File: src/acfg_regs.vh
// Register map and field constants for the channel configuration bank
// Operation
// - Gain codes 00..11 give 18 to 36 dB
// - Gain fields D,C,B,A at bits 7..0
// - Enable bit n powers channel A to D
// - Channel enables clear to zero at power-on
// - Disabled channel outputs go high-impedance
// - Any enabled channel turns bias generator on
// - Keep-alive bit holds bias generator on
// - Pin mode bit takes data pin as output
// - Pin mode drives write data bit onto pin
// - Sense bit reports pin level when mode off
`ifndef ACFG_REGS_VH
`define ACFG_REGS_VH

// Printed offsets are register indices; byte address is four times
`define ACFG_IDX_GAIN       8'h15
`define ACFG_IDX_ENABLE     8'h17
`define ACFG_IDX_BIAS       8'h18
`define ACFG_IDX_PIN_OUT    8'h1d
`define ACFG_IDX_PIN_SENSE  8'h1e

// Field layout
`define ACFG_GAIN_W         2
`define ACFG_ENABLE_MASK    8'h0f
`define ACFG_BIAS_MASK      8'h01
`define ACFG_PIN_OUT_MASK   8'h03
`define ACFG_PIN_MODE_BIT   0
`define ACFG_PIN_DATA_BIT   1
`define ACFG_SENSE_BIT      0

// Reset values
`define ACFG_GAIN_RST       8'h00
`define ACFG_ENABLE_RST     8'h00
`define ACFG_BIAS_RST       8'h00
`define ACFG_PIN_OUT_RST    8'h00
`define ACFG_SENSE_RST      1'b0

// Gain in dB for each code
`define ACFG_GAIN_DB_0      6'd18
`define ACFG_GAIN_DB_1      6'd24
`define ACFG_GAIN_DB_2      6'd30
`define ACFG_GAIN_DB_3      6'd36

`endif
File: src/acfg_channel_regs.v
// APB register bank for four channel gain, enable, bias and data pin use
`timescale 1ns/100ps
`include "acfg_regs.vh"

module acfg_channel_regs #(
  parameter CHANNELS = 4
) (
  // Clock and reset
  input  wire                    clk,
  input  wire                    rstn,
  // APB slave
  input  wire                    psel,
  input  wire                    penable,
  input  wire                    pwrite,
  input  wire [9:0]              paddr,
  input  wire [31:0]             pwdata,
  input  wire [3:0]              pstrb,
  output wire                    pready,
  output reg  [31:0]             prdata,
  output wire                    pslverr,
  // Channel controls
  output wire [2*CHANNELS-1:0]   amp_level,
  output wire [6*CHANNELS-1:0]   amp_gain_db,
  output wire [CHANNELS-1:0]     power_on_bits,
  output wire [CHANNELS-1:0]     ch_out_oe,
  output wire                    bias_gen_on,
  // Serial data output pin
  input  wire                    sdo_serial,
  input  wire                    sdo_serial_oe,
  input  wire                    sdo_in,
  output wire                    sdo_out,
  output wire                    sdo_oe
);

  reg  [7:0] channel_gain_select;
  reg  [7:0] channel_enable;
  reg  [7:0] bias_keep_alive;
  reg  [7:0] pin_output_control;
  reg        pin_input_sense;
  reg  [2:0] sdo_sync;
  wire [7:0] word_idx;
  wire       wr_acc;
  wire       rd_acc;
  wire       lane0;
  wire       pin_mode;

  // Map a two-bit gain code to amplifier gain in dB
  function [5:0] gain_db;
    input [1:0] code;
    begin
      case (code)
        2'h0:    gain_db = `ACFG_GAIN_DB_0;
        2'h1:    gain_db = `ACFG_GAIN_DB_1;
        2'h2:    gain_db = `ACFG_GAIN_DB_2;
        default: gain_db = `ACFG_GAIN_DB_3;
      endcase
    end
  endfunction

  // Bus decode; every access completes with no wait state
  assign word_idx = paddr[9:2];
  assign wr_acc   = psel & penable & pwrite;
  assign rd_acc   = psel & ~penable & ~pwrite;
  assign lane0    = pstrb[0];
  assign pready   = 1'b1;
  assign pslverr  = 1'b0;

  // Register writes; unused bits masked off
  always @(posedge clk or negedge rstn)
  begin
    if (!rstn)
    begin
      channel_gain_select <= `ACFG_GAIN_RST;
      channel_enable      <= `ACFG_ENABLE_RST;
      bias_keep_alive     <= `ACFG_BIAS_RST;
      pin_output_control  <= `ACFG_PIN_OUT_RST;
    end
    else if (wr_acc && lane0)
    begin
      if (word_idx == `ACFG_IDX_GAIN)
        channel_gain_select <= pwdata[7:0];
      else if (word_idx == `ACFG_IDX_ENABLE)
        channel_enable <= pwdata[7:0] & `ACFG_ENABLE_MASK;
      else if (word_idx == `ACFG_IDX_BIAS)
        bias_keep_alive <= pwdata[7:0] & `ACFG_BIAS_MASK;
      else if (word_idx == `ACFG_IDX_PIN_OUT)
        pin_output_control <= pwdata[7:0] & `ACFG_PIN_OUT_MASK;
    end
  end

  // Pin level synchroniser; with pin mode off, change taken once stages two and three agree
  always @(posedge clk or negedge rstn)
  begin
    if (!rstn)
    begin
      sdo_sync        <= 3'h0;
      pin_input_sense <= `ACFG_SENSE_RST;
    end
    else
    begin
      sdo_sync <= {sdo_sync[1:0], sdo_in};
      if (!pin_mode && (sdo_sync[1] == sdo_sync[2]))
        pin_input_sense <= sdo_sync[2];
    end
  end

  // Read data registered in setup phase; unmapped reads give zero
  always @(posedge clk or negedge rstn)
  begin
    if (!rstn)
      prdata <= 32'h0;
    else if (rd_acc)
    begin
      if (word_idx == `ACFG_IDX_GAIN)
        prdata <= {24'h0, channel_gain_select};
      else if (word_idx == `ACFG_IDX_ENABLE)
        prdata <= {24'h0, channel_enable};
      else if (word_idx == `ACFG_IDX_BIAS)
        prdata <= {24'h0, bias_keep_alive};
      else if (word_idx == `ACFG_IDX_PIN_OUT)
        prdata <= {24'h0, pin_output_control};
      else if (word_idx == `ACFG_IDX_PIN_SENSE)
        prdata <= {31'h0, pin_input_sense};
      else
        prdata <= 32'h0;
    end
  end

  // Per channel controls
  genvar g;
  generate
    for (g = 0; g < CHANNELS; g = g + 1)
    begin : g_ch
      assign amp_level[2*g+1:2*g] =
        channel_gain_select[`ACFG_GAIN_W*g+1:`ACFG_GAIN_W*g];
      assign amp_gain_db[6*g+5:6*g] =
        gain_db(channel_gain_select[2*g+1:2*g]);
    end
  endgenerate

  assign power_on_bits = channel_enable[CHANNELS-1:0];
  assign ch_out_oe     = channel_enable[CHANNELS-1:0];

  // Bias on with any channel, or held on by keep-alive
  assign bias_gen_on = (|channel_enable[CHANNELS-1:0])
                     | bias_keep_alive[0];

  // Data pin: register drives it in pin mode, else serial port
  assign pin_mode = pin_output_control[`ACFG_PIN_MODE_BIT];
  assign sdo_out  = pin_mode ?
                    pin_output_control[`ACFG_PIN_DATA_BIT]
                    : sdo_serial;
  assign sdo_oe   = pin_mode | sdo_serial_oe;

endmodule // acfg_channel_regs

File: config.mk
export PLATFORM = sky130hd
export DESIGN_NAME = acfg_channel_regs
export DESIGN_NICKNAME = d
export VERILOG_FILES = /design/src/acfg_channel_regs.v
export VERILOG_INCLUDE_DIRS = /design/src
export SDC_FILE = /design/constraint.sdc
export NUM_CORES = 1
export LEC_CHECK = 0
export BUFFER_PORTS_ARGS = -buffer_cell sky130_fd_sc_hd__buf_2
export CORE_UTILIZATION = 45
export CTS_BUF_LIST = sky130_fd_sc_hd__clkbuf_4 sky130_fd_sc_hd__clkbuf_8
export DETAILED_ROUTE_END_ITERATION = 6
export PLACE_DENSITY = 0.91
export SLEW_MARGIN = 20
export SYNTH_ARGS = -nofsm -noshare
export SYNTH_HDL_FRONTEND = slang
export SYNTH_SLANG_ARGS = --single-unit
export TNS_END_PERCENT = 10
File: constraint.sdc
create_clock -name clk -period 3.6 [get_ports clk]
set_clock_uncertainty 0.15 [all_clocks]
set_input_delay 0.36 -clock clk [delete_from_list [all_inputs] [get_ports clk]]
set_output_delay 0.36 -clock clk [all_outputs]
set_load 0.01 [all_outputs]
[After elaboration in Yosys (flattened, before gate mapping)]
Cells that the tools add are included.
W data, S select, Z words.
Word-level totals
  flip-flop bits (word level): 51
  input bits: 54
  output and inout bits: 77
  logic and storage cells: 54
Operators by class
  equality and inequality tests: 14
  muxes and demuxes: 10
  bitwise logic cells: 11
  reduce and logical (&&, ||, !) cells: 12
Operators by type and width (count)
  $pmux W6 S3: 4
  $eq A8 B5 Y1 const B: 5
  $eq A2 B1 Y1 const B: 4
  $eq A2 B2 Y1 const B: 4
  $logic_not A2 Y1: 4
  $mux W8: 1
  $not A1 Y1: 5
  $reduce_and A5 Y1: 1
  $and A1 B1 Y1: 4
  $mux W2: 2
  $mux W4: 1
  $reduce_and A4 Y1: 1
  $reduce_or A4 Y1: 1
  $reduce_and A3 Y1: 1
  $logic_and A1 B1 Y1: 2
  $mux W1: 2
  $or A1 B1 Y1: 2
  $reduce_and A2 Y1: 1
  $eq A1 B1 Y1: 1
  $logic_not A1 Y1: 1

[Logic depth before layout (Yosys ltp)]
  word-level depth: 6
  depth in mapped cells: 6
  gate-level depth less buffers: 4

[Worst setup path before layout]
No wires, ideal clock.
  kind: input-to-reg
  start point: in paddr[7]
  end point: reg channel_gain_select[0] (netlist: amp_level[0])
  setup time: 0.125 ns
  arrival: 1.858 ns
  required time: 3.325 ns
  slack: 1.468 ns
  stages on the path: 5
  buffers on the path: 1
  cells stage by stage: nor4b_4 or3b_1 buf_6 nor3b_4 mux2_2
Between the ends
  longest elaborated chain between the ends: 2
RTL lines
  start: declaration: line acfg_channel_regs.v:15  | input wire [9:0] paddr,
  $eq A8 B5 Y1 (no line)
  $reduce_and A2 Y1 (no line)
  end signal: assignment: line acfg_channel_regs.v:73  | channel_gain_select <= `ACFG_GAIN_RST;
  end signal: assignment: line acfg_channel_regs.v:81  | channel_gain_select <= pwdata[7:0];
  end: declaration: line acfg_channel_regs.v:35  | reg [7:0] channel_gain_select;
No other way between the ends.
A chain may end at the register's enable or synchronous reset.

[Final worst setup path]
  start point: in paddr[7]
  end point: reg channel_gain_select[5] (netlist: amp_level[5])
Same word-level chain as after synthesis.

==> metrics.txt <==
Synth Area in Compound Gates=4.78%; antenna cells=0; 1st-iter DRT viols=16; DP Area=1960 sq um; detailed placer's ending HPWL=2.41 mm; Fin. Hold Viols=0; largest net degree at the start of global routing=28; CTS Root Cell=clkbuf_8; unrepaired setup endpoints after global routing=no; crit path kind=input port to register; vias per cell=4.50; required time of the critical path=3600 ps; status=completed; gr ovfl total=0; routed vias=1261; layout cell share with drive strength beyond 1=44.0%; CTS tree=done; crit path time final=2190 ps; simple-gate share of the synthesized area=15.8%; Avg WL per Cell=10.7 um; Final ANT Viol Nets=0; port bufs=71; placer congestion estimate=0.845; reg-to-reg endpoint=prdata[0]; Clock transition at path regs=90 ps; die area=4090 sq um; Worst setup startpoint=paddr[7]; Cell Area, Synth=1730 sq um; DRC Markers=0; Slew @ Worst Pin=590 ps; final WL=3.00 mm; flop and latch count out of synthesis=27; first-pass GRT wire length=4.86 mm; r2r setup slk=2060 ps; I/O pins=131; Chip Width=64.0 um; GRT Total Usage=15.2%; Synth Area in Adders=8.68%; xor/xnor cell area share of the yosys netlist=0%; final-report setup violation count=0; CTS Buf Count=3; reg2reg start=pin_output_control[0]; Seq/Total Area, Yosys=39.1%; fmax=0.456 GHz; cells after synthesis=166; mux share of post-synthesis cell area=12.2%; core area=3660 sq um; Initial Util=47.2%; Rows=22; Worst Hold Class=input port to register; drt pass-1 iters=4; largest family of logic cells by synthesized area=buffers and inverters; vias in the first global route=1080; synth-to-layout area growth=17.0%; nets=299; Clock Sinks=27; Final Instance Area=2020 sq um; CP Capture Point=amp_level[5]; Slew Viols, Final=0; Max Cap Violations=0; Max Root-Sink Buffers=2; CP Launch Type=input port; initial antenna violation count=0; CP endpoint kind=register; Arrival @ worst endpoint=2200 ps; Max rail drop VDD=0.177 mV; Leakage=1.15 nW; Chip Height=64.0 um; crit-path max FO=8; period utilisation layout=60.9%; Synth Area per Inst=10.4 sq um; Min-Delay Startpoint=sdo_in; Relative slew margins=60.7%; PwrDens=272 nW/um^2; worst skew pair latency=260 ps; post-synth cell types=31; Synth Warn #=0; htree depth=1; post-cts sizing count=0; Sum Neg Setup Slack=0 ps; reg2reg path depth=4
[cell type report]
cell class	instances	area [sq um]
inverters	12	45.0
multi-input cells	117	828
fillers	339	1640
repair buffers	72	365
well taps	48	60.1
flip-flops and latches	27	676
clock buffers	4	48.8
[kinds of logic after synthesis]
logic type	Yosys count
buffers and inverters	50
AND/OR/NAND/NOR	43
flip-flops	27
multiplexers	19
AO/OA/AOI/OAI	13
adder cells (fa/ha/maj)	12
other	2
[critical path, cell delays in order]
cell and delay [ps]:
buf_2 110, nor4b_4 330, or3b_1 510, nor3b_4 480, mux2_2 400
[sequential cells by signal, summed over array words and instances, names as in the netlist]
register	count
amp_level	8
bias_keep_alive	1
channel_enable	4
pin_input_sense	1
pin_output_control	2
prdata	8
sdo_sync	3
[layout by cell type, fill, tap and decap left out, types with 2 or more instances in the layout]
cell type | Yosys | layout
buf_2 | 0 | 71
conb_1 | 2 | 30
dfrtp_1 | 27 | 27
mux2_2 | 16 | 16
inv_1 | 12 | 12
nand2_1 | 12 | 12
ha_1 | 12 | 12
o21ai_0 | 8 | 8
or2_2 | 7 | 7
nor2_1 | 7 | 7
mux2i_1 | 3 | 3
clkbuf_8 | 0 | 3
nor3_1 | 2 | 2
o31ai_1 | 2 | 2
nor2b_1 | 2 | 2
and4b_1 | 2 | 2
[power breakdown]
part	total, mW	internal [mW]	switching [mW]
registers	0.313	0.309	0.00380
logic	0.0656	0.0244	0.0412
clock network	0.173	0.0866	0.0861
[per-stage QoR]
step	total power [mW]	hold WS (ps)	util, %	cells	setup slack (ps)
2_1_floorplan	0.378	-85.6	-	194	1470
3_3_place_gp	0.383	187	53.7	275	1130
3_5_place_dp	0.384	189	53.7	275	1120
4_1_cts	0.561	37.6	55.3	280	1410
5_1_grt	0.586	26.6	55.3	280	1320
6_report	0.551	43.4	55.3	280	1410
[layer usage]
layer  track usage, %  part of all wire, %  vias to the layer above
met2             27.1                   51                       47
li1                 -                    -                      618
met3             2.68                  5.9                        4
met4             5.11                  1.3                        0
met1             18.4                   42                      592
met5                0                    0                        -
[Yosys cell counts (all sizes together)]
master  instances  area [sq um]
and2            1          6.26
o21ai           8          40.0
conb            2          7.51
dfrtp          27           676
o311ai          1          8.76
buf            36           278
nor2b           2          12.5
or3             1          11.3
and4b           2          20.0
and4            1          8.76
mux2i           3          30.0
o211ai          1          7.51
o31ai           2          15.0
nand3b          1          7.51
clkbuf          2          7.51
o221a           1          11.3
nor3            2          10.0
nand4b          1          8.76
mux2           16           180
nand2          12          45.0
ha             12           150
inv            12          45.0
nand4           1          6.26
nor3b           1          18.8
nor2            7          26.3
nor4b           2          32.5
or3b            1          8.76
or2             8          50.1
[worst min-delay path by stage]
stage                               to  slack, ps  cells past startpoint
after floorplan           amp_level[0]        -90                      0
after global placement     sdo_sync[1]        190                      0
after detailed placement   sdo_sync[1]        190                      0
after CTS                  sdo_sync[0]         40                      1
after global routing       sdo_sync[0]         30                      1
final                      sdo_sync[0]         40                      1
[timing repair]
item                                   in CTS  in global routing
endpoints found under the hold margin      27                  0
buffers inserted                            0                  0
hold buffers                                1                  0
No activity file was read; power rests on OpenSTA's default activity.
